==> src/sram_pkg.sv <==
// shared constants, carriers and helpers of the burst-of-four sram command and start-up block
// assumes one 25 MHz system clock; the memory clocks arrive as plain pins and are sampled
package sram_pkg;

	localparam int DATA_W      = 18;
	localparam int ADDR_W      = 6;
	localparam int MEM_DEPTH   = 64;
	localparam int FIFO_DEPTH  = 16;
	localparam int BURST_LEN   = 4;

	// timing
	localparam int CLK_PERIOD_NS = 40;
	localparam int CLK_STOP_NS   = 30;
	localparam int STOP_CYC_INT  = (CLK_STOP_NS / CLK_PERIOD_NS < 1) ? 1 : CLK_STOP_NS / CLK_PERIOD_NS;
	localparam logic [1:0] STOP_CYC = 2'(STOP_CYC_INT);
	localparam int LOCK_CYCLE_COUNT = 2048;
	localparam logic [11:0] LOCK_CNT_END = 12'(LOCK_CYCLE_COUNT);
	localparam logic [2:0] BURST_LEFT = 3'(BURST_LEN);
	localparam logic [2:0] WR_AFTER_FIRST = 3'(BURST_LEN - 1);

	typedef enum {INIT_IDLE, INIT_LOCK, INIT_READY} init_state_e;

	typedef struct packed {
		logic              vld;
		logic [ADDR_W-1:0] addr;
	} cmd_s;

	typedef struct packed {
		logic              vld;
		logic [DATA_W-1:0] data;
	} rword_s;

	typedef struct packed {
		logic [ADDR_W-1:0] addr;
		logic [DATA_W-1:0] data;
	} beat_s;

	function automatic logic [ADDR_W-1:0] burst_addr(input logic [ADDR_W-1:0] base, input logic [1:0] beat);
		return base + {{(ADDR_W-2){1'b0}}, beat};
	endfunction

endpackage

==> src/burst_mem.sv <==
// small single-port word memory with registered read data
// assumes at most one access per cycle; the caller arbitrates read against write
`timescale 1ns/1ns
module burst_mem #(
	parameter int W  = 18,
	parameter int AW = 6
) (
	input  wire logic          clk,
	input  wire logic          sys_rst,
	input  wire logic          en,
	input  wire logic          we,
	input  wire logic [AW-1:0] addr,
	input  wire logic [W-1:0]  wdata,
	output logic      [W-1:0]  rdata
);

	logic [W-1:0] mem_q [2**AW];
	logic [W-1:0] rdata_q;

	always_ff @(posedge clk) begin
		if (en && we) begin
			mem_q[addr] <= wdata;
		end
	end

	always_ff @(posedge clk or posedge sys_rst) begin
		if (sys_rst) begin
			rdata_q <= '0;
		end else if (en && !we) begin
			rdata_q <= mem_q[addr];
		end
	end

	assign rdata = rdata_q;

endmodule // burst_mem

==> src/beat_fifo.sv <==
// synchronous fifo with valid/ready on both sides
// assumes one clock; full and empty come from the pointer distance
`timescale 1ns/1ns
module beat_fifo #(
	parameter int W     = 24,
	parameter int DEPTH = 16
) (
	input  wire logic         clk,
	input  wire logic         sys_rst,
	input  wire logic         in_valid,
	output logic              in_ready,
	input  wire logic [W-1:0] in_data,
	output logic              out_valid,
	input  wire logic         out_ready,
	output logic      [W-1:0] out_data
);

	localparam int PW = $clog2(DEPTH);

	logic [W-1:0] store_q [DEPTH];
	logic [PW:0]  wr_ptr_q, wr_ptr_d;
	logic [PW:0]  rd_ptr_q, rd_ptr_d;
	logic         push, pop;

	always_comb begin
		in_ready  = (wr_ptr_q - rd_ptr_q) != (PW+1)'(DEPTH);
		out_valid = wr_ptr_q != rd_ptr_q;
		push      = in_valid && in_ready;
		pop       = out_valid && out_ready;
		wr_ptr_d  = push ? wr_ptr_q + 1'b1 : wr_ptr_q;
		rd_ptr_d  = pop ? rd_ptr_q + 1'b1 : rd_ptr_q;
	end

	always_ff @(posedge clk or posedge sys_rst) begin
		if (sys_rst) begin
			wr_ptr_q <= '0;
			rd_ptr_q <= '0;
		end else begin
			wr_ptr_q <= wr_ptr_d;
			rd_ptr_q <= rd_ptr_d;
		end
	end

	always_ff @(posedge clk) begin
		if (push) begin
			store_q[wr_ptr_q[PW-1:0]] <= in_data;
		end
	end

	assign out_data = store_q[rd_ptr_q[PW-1:0]];

endmodule // beat_fifo

==> src/ddr_burst4_sram_cmd_init.sv <==
// command decode, burst-of-four timing and start-up readiness of a ddr sram with separate ports
// assumes the true and complementary clocks arrive as pins at clk/4; any slower clock trips the stop detection
`timescale 1ns/1ns

////////////////////////////////////////////////////////////////////////////////
module ddr_burst4_sram_cmd_init (
	input  wire logic                        clk,
	input  wire logic                        sys_rst,
	input  wire logic                        k_pin,
	input  wire logic                        k_n_pin,
	input  wire logic                        dll_off_n,
	input  wire logic                        read_sel_n,
	input  wire logic                        write_sel_n,
	input  wire logic [sram_pkg::ADDR_W-1:0] addr_pin,
	input  wire logic [sram_pkg::DATA_W-1:0] din_pin,
	output logic      [sram_pkg::DATA_W-1:0] dout,
	output logic                             dout_oe_n,
	output logic                             data_valid,
	output logic                             device_ready,
	output logic                             dll_locked,
	output logic                             write_buf_ready
);

	////////////////////////////////////////////////////////////////////////////////
	// pin synchronisers and filtered clock levels

	logic [2:0]                  k_sr_q, kn_sr_q, doff_sr_q, rs_sr_q, ws_sr_q;
	logic [sram_pkg::ADDR_W-1:0] addr_sr_q [3];
	logic [sram_pkg::DATA_W-1:0] din_sr_q  [3];
	logic                        k_lvl_q, k_lvl_d, kn_lvl_q, kn_lvl_d, doff_lvl_q, doff_lvl_d;
	logic [1:0]                  k_static_q, k_static_d, kn_static_q, kn_static_d;
	logic                        k_rise, kn_rise, half_edge, doff_rise, stop_hit;

	// a level counts once the second and third stages agree
	always_comb begin
		k_lvl_d     = (k_sr_q[1] == k_sr_q[2]) ? k_sr_q[2] : k_lvl_q;
		kn_lvl_d    = (kn_sr_q[1] == kn_sr_q[2]) ? kn_sr_q[2] : kn_lvl_q;
		doff_lvl_d  = (doff_sr_q[1] == doff_sr_q[2]) ? doff_sr_q[2] : doff_lvl_q;
		k_rise      = k_lvl_d && !k_lvl_q;
		kn_rise     = kn_lvl_d && !kn_lvl_q;
		half_edge   = k_rise || kn_rise;
		doff_rise   = doff_lvl_d && !doff_lvl_q;
		k_static_d  = (k_lvl_d != k_lvl_q) ? 2'h0 : k_static_q + {1'b0, k_static_q != 2'h3};
		kn_static_d = (kn_lvl_d != kn_lvl_q) ? 2'h0 : kn_static_q + {1'b0, kn_static_q != 2'h3};
		stop_hit    = (k_static_q > sram_pkg::STOP_CYC) || (kn_static_q > sram_pkg::STOP_CYC);
	end

	always_ff @(posedge clk or posedge sys_rst) begin
		if (sys_rst) begin
			k_sr_q      <= 3'h0;
			kn_sr_q     <= 3'h7;
			doff_sr_q   <= 3'h0;
			rs_sr_q     <= 3'h7;
			ws_sr_q     <= 3'h7;
			addr_sr_q   <= '{default: '0};
			din_sr_q    <= '{default: '0};
			k_lvl_q     <= 1'b0;
			kn_lvl_q    <= 1'b1; // the complementary clock idles high, so no false edge follows reset
			doff_lvl_q  <= 1'b0;
			k_static_q  <= 2'h3;
			kn_static_q <= 2'h3;
		end else begin
			k_sr_q      <= {k_sr_q[1:0], k_pin};
			kn_sr_q     <= {kn_sr_q[1:0], k_n_pin};
			doff_sr_q   <= {doff_sr_q[1:0], dll_off_n};
			rs_sr_q     <= {rs_sr_q[1:0], read_sel_n};
			ws_sr_q     <= {ws_sr_q[1:0], write_sel_n};
			addr_sr_q   <= '{addr_pin, addr_sr_q[0], addr_sr_q[1]};
			din_sr_q    <= '{din_pin, din_sr_q[0], din_sr_q[1]};
			k_lvl_q     <= k_lvl_d;
			kn_lvl_q    <= kn_lvl_d;
			doff_lvl_q  <= doff_lvl_d;
			k_static_q  <= k_static_d;
			kn_static_q <= kn_static_d;
		end
	end

	////////////////////////////////////////////////////////////////////////////////
	// start-up, loop reset and lock counting

	sram_pkg::init_state_e init_q, init_d;
	logic [11:0]           lock_cnt_q, lock_cnt_d;

	always_comb begin
		init_d     = init_q;
		lock_cnt_d = lock_cnt_q;
		if (stop_hit || doff_rise) begin
			init_d     = sram_pkg::INIT_IDLE;
			lock_cnt_d = 12'h000;
		end else begin
			case (init_q)
				sram_pkg::INIT_IDLE: begin
					if (k_rise) begin
						init_d     = sram_pkg::INIT_LOCK;
						lock_cnt_d = 12'h001;
					end
				end
				sram_pkg::INIT_LOCK: begin
					// same count with the loop bypassed, only the lock flag differs
					if (k_rise) begin
						lock_cnt_d = lock_cnt_q + 12'h001;
						if (lock_cnt_q == sram_pkg::LOCK_CNT_END - 12'h001) begin
							init_d = sram_pkg::INIT_READY;
						end
					end
				end
				sram_pkg::INIT_READY: begin
					init_d = sram_pkg::INIT_READY;
				end
				default: begin
					init_d = sram_pkg::INIT_IDLE;
				end
			endcase
		end
	end

	always_ff @(posedge clk or posedge sys_rst) begin
		if (sys_rst) begin
			init_q     <= sram_pkg::INIT_IDLE;
			lock_cnt_q <= 12'h000;
		end else begin
			init_q     <= init_d;
			lock_cnt_q <= lock_cnt_d;
		end
	end

	assign device_ready = init_q == sram_pkg::INIT_READY;
	assign dll_locked   = device_ready && doff_lvl_q;

	////////////////////////////////////////////////////////////////////////////////
	// command decode on the true clock

	logic rd_go, wr_go, rd_prev_q, rd_prev_d, wr_prev_q, wr_prev_d, nop_prev_q, nop_prev_d;
	logic rd_req, wr_req;

	always_comb begin
		rd_req     = k_rise && device_ready && !rs_sr_q[2];
		wr_req     = k_rise && device_ready && !ws_sr_q[2];
		rd_go      = rd_req && !rd_prev_q;
		wr_go      = wr_req && !wr_prev_q && !(rd_req && nop_prev_q);
		rd_prev_d  = k_rise ? rd_go : rd_prev_q;
		wr_prev_d  = k_rise ? wr_go : wr_prev_q;
		nop_prev_d = k_rise ? (rs_sr_q[2] && ws_sr_q[2]) : nop_prev_q;
	end

	always_ff @(posedge clk or posedge sys_rst) begin
		if (sys_rst) begin
			rd_prev_q  <= 1'b0;
			wr_prev_q  <= 1'b0;
			nop_prev_q <= 1'b1;
		end else begin
			rd_prev_q  <= rd_prev_d;
			wr_prev_q  <= wr_prev_d;
			nop_prev_q <= nop_prev_d;
		end
	end

	////////////////////////////////////////////////////////////////////////////////
	// read burst: one word fetched per half edge, shown four half edges later

	logic [2:0]                  rd_left_q, rd_left_d;
	logic [1:0]                  rd_beat_q, rd_beat_d;
	logic [sram_pkg::ADDR_W-1:0] rd_base_q, rd_base_d;
	logic                        tok_q, tok_d, tok_new;
	sram_pkg::rword_s            pipe_q [3];
	sram_pkg::rword_s            pipe_d [3];
	logic [sram_pkg::DATA_W-1:0] dout_q, dout_d, mem_rdata;
	logic                        oe_n_q, oe_n_d;

	always_comb begin
		rd_left_d = rd_left_q;
		rd_beat_d = rd_beat_q;
		rd_base_d = rd_base_q;
		tok_d     = tok_q;
		pipe_d    = pipe_q;
		dout_d    = dout_q;
		oe_n_d    = oe_n_q;
		tok_new   = half_edge && (rd_left_q != 3'h0);
		// outputs only move on clock edges, so a stopped clock freezes them
		if (half_edge) begin
			tok_d     = tok_new;
			pipe_d[0] = '{vld: tok_q, data: mem_rdata};
			pipe_d[1] = pipe_q[0];
			pipe_d[2] = pipe_q[1];
			oe_n_d    = !pipe_q[2].vld;
			if (pipe_q[2].vld) begin
				dout_d = pipe_q[2].data;
			end
			if (tok_new) begin
				rd_left_d = rd_left_q - 3'h1;
				rd_beat_d = rd_beat_q + 2'h1;
			end
		end
		if (rd_go) begin
			rd_left_d = sram_pkg::BURST_LEFT;
			rd_beat_d = 2'h0;
			rd_base_d = addr_sr_q[2];
		end
	end

	always_ff @(posedge clk or posedge sys_rst) begin
		if (sys_rst) begin
			rd_left_q <= 3'h0;
			rd_beat_q <= 2'h0;
			rd_base_q <= '0;
			tok_q     <= 1'b0;
			pipe_q    <= '{default: '0};
			dout_q    <= '0;
			oe_n_q    <= 1'b1;
		end else begin
			rd_left_q <= rd_left_d;
			rd_beat_q <= rd_beat_d;
			rd_base_q <= rd_base_d;
			tok_q     <= tok_d;
			pipe_q    <= pipe_d;
			dout_q    <= dout_d;
			oe_n_q    <= oe_n_d;
		end
	end

	assign dout       = dout_q;
	assign dout_oe_n  = oe_n_q;
	assign data_valid = !oe_n_q;

	////////////////////////////////////////////////////////////////////////////////
	// late write: four beats from the second half edge after the command

	sram_pkg::cmd_s              ws_q [2];
	sram_pkg::cmd_s              ws_d [2];
	logic [2:0]                  wcap_left_q, wcap_left_d;
	logic [1:0]                  wcap_beat_q, wcap_beat_d;
	logic [sram_pkg::ADDR_W-1:0] wcap_base_q, wcap_base_d;
	logic                        cap_valid;
	sram_pkg::beat_s             cap_beat, drain_beat;

	always_comb begin
		ws_d        = ws_q;
		wcap_left_d = wcap_left_q;
		wcap_beat_d = wcap_beat_q;
		wcap_base_d = wcap_base_q;
		cap_valid   = 1'b0;
		cap_beat    = '{addr: sram_pkg::burst_addr(wcap_base_q, wcap_beat_q), data: din_sr_q[2]};
		if (half_edge) begin
			ws_d[0] = '{vld: wr_go, addr: addr_sr_q[2]};
			ws_d[1] = ws_q[0];
			if (ws_q[1].vld) begin
				cap_valid   = 1'b1;
				cap_beat    = '{addr: ws_q[1].addr, data: din_sr_q[2]};
				wcap_left_d = sram_pkg::WR_AFTER_FIRST;
				wcap_beat_d = 2'h1;
				wcap_base_d = ws_q[1].addr;
			end else if (wcap_left_q != 3'h0) begin
				cap_valid   = 1'b1;
				wcap_left_d = wcap_left_q - 3'h1;
				wcap_beat_d = wcap_beat_q + 2'h1;
			end
		end
	end

	always_ff @(posedge clk or posedge sys_rst) begin
		if (sys_rst) begin
			ws_q        <= '{default: '0};
			wcap_left_q <= 3'h0;
			wcap_beat_q <= 2'h0;
			wcap_base_q <= '0;
		end else begin
			ws_q        <= ws_d;
			wcap_left_q <= wcap_left_d;
			wcap_beat_q <= wcap_beat_d;
			wcap_base_q <= wcap_base_d;
		end
	end

	////////////////////////////////////////////////////////////////////////////////
	// write buffer and array; reads take the port first, so the buffer can back up

	logic drain_valid, drain_ready, mem_rd_en;

	assign mem_rd_en   = tok_new;
	assign drain_ready = !mem_rd_en;

	beat_fifo #(
		.W     ($bits(sram_pkg::beat_s)),
		.DEPTH (sram_pkg::FIFO_DEPTH)
	) u_wbuf (
		.clk       (clk),
		.sys_rst   (sys_rst),
		.in_valid  (cap_valid),
		.in_ready  (write_buf_ready),
		.in_data   (cap_beat),
		.out_valid (drain_valid),
		.out_ready (drain_ready),
		.out_data  (drain_beat)
	);

	burst_mem #(
		.W  (sram_pkg::DATA_W),
		.AW (sram_pkg::ADDR_W)
	) u_array (
		.clk     (clk),
		.sys_rst (sys_rst),
		.en      (mem_rd_en || drain_valid),
		.we      (!mem_rd_en),
		.addr    (mem_rd_en ? sram_pkg::burst_addr(rd_base_q, rd_beat_q) : drain_beat.addr),
		.wdata   (drain_beat.data),
		.rdata   (mem_rdata)
	);
endmodule // ddr_burst4_sram_cmd_init

==> config.mk <==
export PLATFORM = sky130hd
export DESIGN_NAME = ddr_burst4_sram_cmd_init
export DESIGN_NICKNAME = d
export VERILOG_FILES = /design/src/sram_pkg.sv /design/src/burst_mem.sv /design/src/beat_fifo.sv /design/src/ddr_burst4_sram_cmd_init.sv
export SDC_FILE = /design/constraint.sdc
export NUM_CORES = 2
export LEC_CHECK = 0
export ABC_AREA = 1
export BUFFER_PORTS_ARGS = -buffer_cell sky130_fd_sc_hd__clkbuf_2
export CORE_MARGIN = 1.5
export CORE_UTILIZATION = 35
export DETAILED_ROUTE_END_ITERATION = 10
export GPL_TIMING_DRIVEN = 0
export PLACE_DENSITY = 0.48
export SYNTH_ARGS = -nofsm -noshare
export SYNTH_HDL_FRONTEND = slang
export SYNTH_SLANG_ARGS = --single-unit
==> constraint.sdc <==
create_clock -name clk -period 11 [get_ports clk]
set_clock_uncertainty 0.2 [all_clocks]
set_input_delay 1.1 -clock clk [delete_from_list [all_inputs] [get_ports clk]]
set_output_delay 1.1 -clock clk [all_outputs]
set_load 0.02 [all_outputs]
After elaboration in Yosys (flattened, before gate mapping). Memory sizes are Yosys's and may differ from the RTL's. A register that Yosys moved wholly into a read port is not among the register bits. Index checks and enable logic that the tools add are counted.

Add/subtract/negate cells: 12. $lt $le $gt $ge: 2. Equality and inequality tests: 16. Muxes and demuxes: 34. Reduce and logical (&&, ||, !) cells: 45.

Operators with widths (number): $mux 32 (4); $pmux 32 s3 (1); $mux 24 (2); $mux 12 (3); $eq 32x1->1 const B (1); $eq 32x2->1 const B (1); $eq 32x3->1 const B (1); $logic_not 32->1 (1); $pmux 12 s2 (1); $logic_and 1x1->1 (17); $mux 3 (5); $mux 2 (7); $add 12x1->12 const B (1); $add 6x2->6 (2); $eq 12x11->1 const B (1); $logic_not 1->1 (11); $add 5x1->5 const B (2); $mux 1 (10); $ne 3x3->1 const B (3); $reduce_bool 3->1 (3); $reduce_and 2->1 (4); $mux 6 (1); $reduce_and 3->1 (2); $reduce_bool 2->1 (3); 11 further kinds (22).

Register bits: 264. RAM bits: 1536. Input port bits: 31. Output and inout bits: 23. Logic and storage cells: 153. Memories: 2.

Memories: u_array.mem_q (words 64, width 18, read ports 1, clocked after memory_dff 1, write ports 1, RTL line burst_mem.sv:17) `logic [W-1:0] mem_q [2**AW];`; u_wbuf.store_q (words 16, width 24, read ports 1, clocked after memory_dff 0, write ports 1, RTL line beat_fifo.sv:20) `logic [W-1:0] store_q [DEPTH];`.

Depth between registers and ports, before layout.
Depth after elaboration: 9. Mapped depth: 22. Gate-level depth less buffers: 18.

By module. A second synthesis with hierarchy kept.

Cells, all modules: 6912. Area, all modules: 73376.6 µm².

By module, submodules not included: burst_mem (times used 1, cells an instance 4883, area each 49409.9 µm², sequential area each 35043.6 µm²); beat_fifo (times used 1, cells an instance 1219, area each 15785.1 µm², sequential area each 11781.3 µm²); ddr_burst4_sram_cmd_init (times used 1, cells an instance 810, area each 8181.6 µm², sequential area each 5625.4 µm²).

Worst setup path after synthesis. OpenSTA, ideal clock, no wires.

Path type: register to register. From: register u_wbuf.rd_ptr_q[1]. To: memory u_wbuf.store_q[15][0], enable pin. Library setup time: 0.407 ns. Data arrival time: 3.735 ns. Data required time: 10.393 ns. Setup slack: 6.658 ns. Cell stages (with the launch flop): 16. Buffers on the path: 3. Period minus slack after synthesis: 4.342 ns. Cells stage by stage: dfrtp_1 -> inv_1 -> clkbuf_1 -> clkbuf_1 -> clkbuf_1 -> ha_1 -> inv_1 -> o21bai_1 -> a21o_1 -> a21oi_1 -> xnor2_1 -> nand4_1 -> nand2_1 -> inv_1 -> nand2_1 -> nor2_1.

Word-level cells in the longest chain between the ends: 5.

RTL lines: start, declared (RTL line beat_fifo.sv:22) `logic [PW:0] rd_ptr_q, rd_ptr_d;`; start signal, assigned (RTL line beat_fifo.sv:40) `rd_ptr_q <= rd_ptr_d;`; $sub 5x5->5 (RTL line beat_fifo.sv:26) `in_ready = (wr_ptr_q - rd_ptr_q) != (PW+1)'(DEPTH);`; $ne 5x5->1 (RTL line beat_fifo.sv:26); net write_buf_ready (RTL line ddr_burst4_sram_cmd_init.sv:21) `output logic write_buf_ready`; $logic_and 1x1->1 (RTL line beat_fifo.sv:28) `push = in_valid && in_ready;`; $mux 1 (RTL line beat_fifo.sv:45) `if (push) begin`; $mux 1 (not written as such) (RTL line beat_fifo.sv:46) `store_q[wr_ptr_q[PW-1:0]] <= in_data;`; end, declared (RTL line beat_fifo.sv:20).

The timed path passes the listed nets, and every way through them passes these cells.

Final worst setup path.
From: register u_wbuf.rd_ptr_q[1]. To: memory u_array.mem_q[46][5], enable pin.

Word-level cells in the longest chain between the ends: 5. Elaborated cells between the ends (all ways): 7. Those cells by class: 1 x eq/ne; 3 x mux; 2 x reduce/logical; 1 x memory.

RTL lines (RTL line): parallel branches: the longest is 5 deep, another holds $mem_v2 16x24; end, declared (burst_mem.sv:17).

Several ways; the timed one is not identified.

==> results.md <==
- Setup crit end kind: flop
- Number of enable flip-flop cells after synthesis: about 1500
- # clock sinks: about 1800
- Worst r2r path cells: 12
- Final Hold Fails: 0
- DIE WIDTH: 461 um
- Max cap viols: 0
- Fin crit share: 63.6%
- Slew Viols, Final: 0
- Worst slew margin: 6.23%
- # IOs: 54
- Finished Layout Cells: slightly below 10000
- First-pass GRT wire length: 358 mm
- Die Area: roughly 210000 um2
- Via count: about 49000
- Initial Utilization: 35.3%
- Dpl cells: 9275
- Setup Viol. Count Final: 0
- Layout area overhead: 17.0%
- Cell count after synthesis: 6361
- CTS tree: yes
- Critical path origin: u_wbuf.rd_ptr_q[1]
- Clk slew on worst S/H paths: about 0.060 ns
- Post-layout min period: roughly 7 ns
- Die Span Y: 461 um
- Fmax: 143 MHz
- Iter 0 DRT Violations: 5256
- Post-synthesis register bit count: 1788
- Placer Congestion: 0.959
- TritonRoute pass-1 iters: 6
- Register area: 52500 um2
- Worst setup SP type: flop
- Reg-to-reg setup timing slack: 4.00 ns
- Multi-input logic area: between 15000 and 20000 um2
- Post-CTS resize count: 0
- TritonCTS Buffers: 194
- R2R Path Start: u_wbuf.rd_ptr_q[1]
- Clock latency on the worst-skew pair: 0.88 ns
- RR Endpoint: u_array.mem_q[46][5]
- Final Instance Area: 85800 um2
- I/O Buffers: between 50 and 60
- Seq/Total Area, Yosys: 71.5%
- Cts-stage hold buffer count: 0
- Synth unique cells: between 40 and 50
- Arrival @ worst endpoint: between 7 and 8 ns
- Post-CTS Setup Repair Bufs: 0
- Congestion Overflow GR: 0
- Least-Margin Pin Slew: 1.41 ns
- Critical Setup Path Class: flop to flop
- CTS H-tree depth: 4
- Vias in the first global route: 46300
- Ys async rst share: about 14%
- Post-synth net total: 6417
- Root buf cell: clkbuf_16
- Setup TNS: 0 ns
- Area after DPL: 79600 um2
- Synth Flop Type: edfxtp_1
- Core area: 208000 um2
- Routed len/inst: about 27 um
- Synth warnings: 0
- Final WL: ~260 mm
- Count of standard-cell rows: around 170
- Longest Clk Path Bufs: 3
- Status: complete, no violations
- Layout cells sized above 1: 10.9%
- Final net count: ~6700
- Crit-path max FO: 11
- DRC: 0
- Gr usage total: 24.1%
- Hold Path Class: input port to async pin
- Synthesized cell area: about 73000 um2
- WP data required: approximately 11 ns
- RSZ-0062 raised after global routing: no
- Vias per cell: 5.05
- Post-DP HPWL: between 150 and 200 mm
- Fillers: around 20000
- CP Capture Point: u_array.mem_q[46][5]
- Synth Area per Inst: 11.5 um2
- DRT antenna net count: 0
- Largest net degree at the start of global routing: 116
- Number of antenna violations at the first check in global routing: 12
## Yosys cell counts (78+ instances only)
library cell     n  area share, %
nand3_1        505            3.4
buf_2          151            1.0
o21ai_0        277            1.9
nand2_1       1453            7.4
nor2_1         424            2.2
o211ai_1       182            1.9
nand3b_1       210            2.1
o21ai_1         78           0.53
edfxtp_1      1536             63
clkbuf_1       147           0.75
dfrtp_1        236            8.1
inv_1          864            4.4
## layer usage
| layer | up-vias | GRT usage, % | routed length (um) |
|---|---|---|---|
| met5 | - | 0 | 0 |
| met4 | 0 | 8.10 | 9010 |
| met3 | 347 | 3.21 | 16700 |
| met2 | 1695 | 38.1 | 117000 |
| met1 | 24500 | 34.1 | 113000 |
| li1 | 22100 | - | - |
## worst max-delay path: stages (launching register included)
cell and delay (ns):
dfrtp_1 0.40, inv_1 0.17, clkbuf_1 0.63, clkbuf_1 0.48, clkbuf_1 0.64, ha_1 0.37
nand2_1 0.07, inv_1 0.06, a31oi_2 0.79, clkbuf_1 0.88, nand3_1 0.80, nor2_2 0.91
buf_16 0.23
## registers in the layout, indices dropped and copies added, names as in the netlist, 5 cells and up
name and flops:
dout 18, addr_sr_q 18, u_array.rdata 18, wcap_base_q 6
ws_q 14, din_sr_q 54, lock_cnt_q 12, pipe_q 57
u_array.mem_q 1152, u_wbuf.rd_ptr_q 5, u_wbuf.wr_ptr_q 5, rd_base_q 6
u_wbuf.store_q 384
## how the worst min path moves through the flow
stage | start | end | slack [ns]
3_5_place_dp | din_sr_q[31] | din_sr_q[13] | 0.13
6_report | sys_rst | din_sr_q[2] | 0.05
2_1_floorplan | addr_sr_q[6] | addr_sr_q[0] | 0.13
3_3_place_gp | din_sr_q[42] | din_sr_q[24] | 0.13
4_1_cts | sys_rst | din_sr_q[2] | 0.0004
5_1_grt | sys_rst | din_sr_q[2] | 0.05
## cells by family (layout without fill, tap and decap cells)
| kind of cell | Yosys count | in the layout | share of synthesized area (%) |
|---|---|---|---|
| AO/OA/AOI/OAI | 655 | 655 | 5.38 |
| XOR/XNOR | 16 | 16 | 0.191 |
| buffers and inverters | 1200 | 1682 | 6.54 |
| other | 0 | 7 | 0 |
| AND/OR/NAND/NOR | 2675 | 2675 | 15.9 |
| adder cells (fa/ha/maj) | 27 | 27 | 0.474 |
| flip-flops | 1788 | 1788 | 71.5 |
## cells in the final DEF (no fill, tap or decap), drive strengths merged, types with 2 or more instances in the layout
cell      Yosys  final
a31oi         2      2
or2          58     58
maj3          2      2
nor3         11     11
nand3b      210    210
dfrtp       236    236
edfxtp     1536   1536
xnor2         6      6
o22ai        48     48
o221ai       32     32
xor2         10     10
nand3       505    505
o21ai       355    355
bufinv        0      5
fa            2      2
nand2      1455   1455
a211oi        2      2
o211ai      182    182
diode         0      7
buf         181    254
clkinvlp      0      6
clkbuf      147    463
nand4         3      3
inv         871    879
clkinv        1     75
dfstp        16     16
a21oi        28     28
ha           23     23
nor2        430    430
## through the flow
stage	hold WS (ns)	setup slack, ns	utilization, %
after CTS	0.000415	4.06	41.3
after detailed placement	0.135	4.11	38.3
after global placement	0.134	-0.633	37.1
after floorplan	0.131	2.80	-
after global routing	0.0457	3.82	41.3
final	0.0454	4.00	41.3
## cell type report
type | count | share of cell area [%]
Timing Repair Buffer | 126 | 2.28
Inverter | 872 | 3.83
Clock buffer | 263 | 6.15
Clock inverter | 93 | 1.03
Antenna cell | 7 | 0.0204
Multi-Input combinational cell | 3373 | 19.7
Buffer | 328 | 1.77
Tap cell | 2788 | 4.07
Sequential cell | 1788 | 61.1
Power is left out: the tool's default activity adds up to more than one toggle a clock period on the data nets, which glitch-free logic cannot reach.
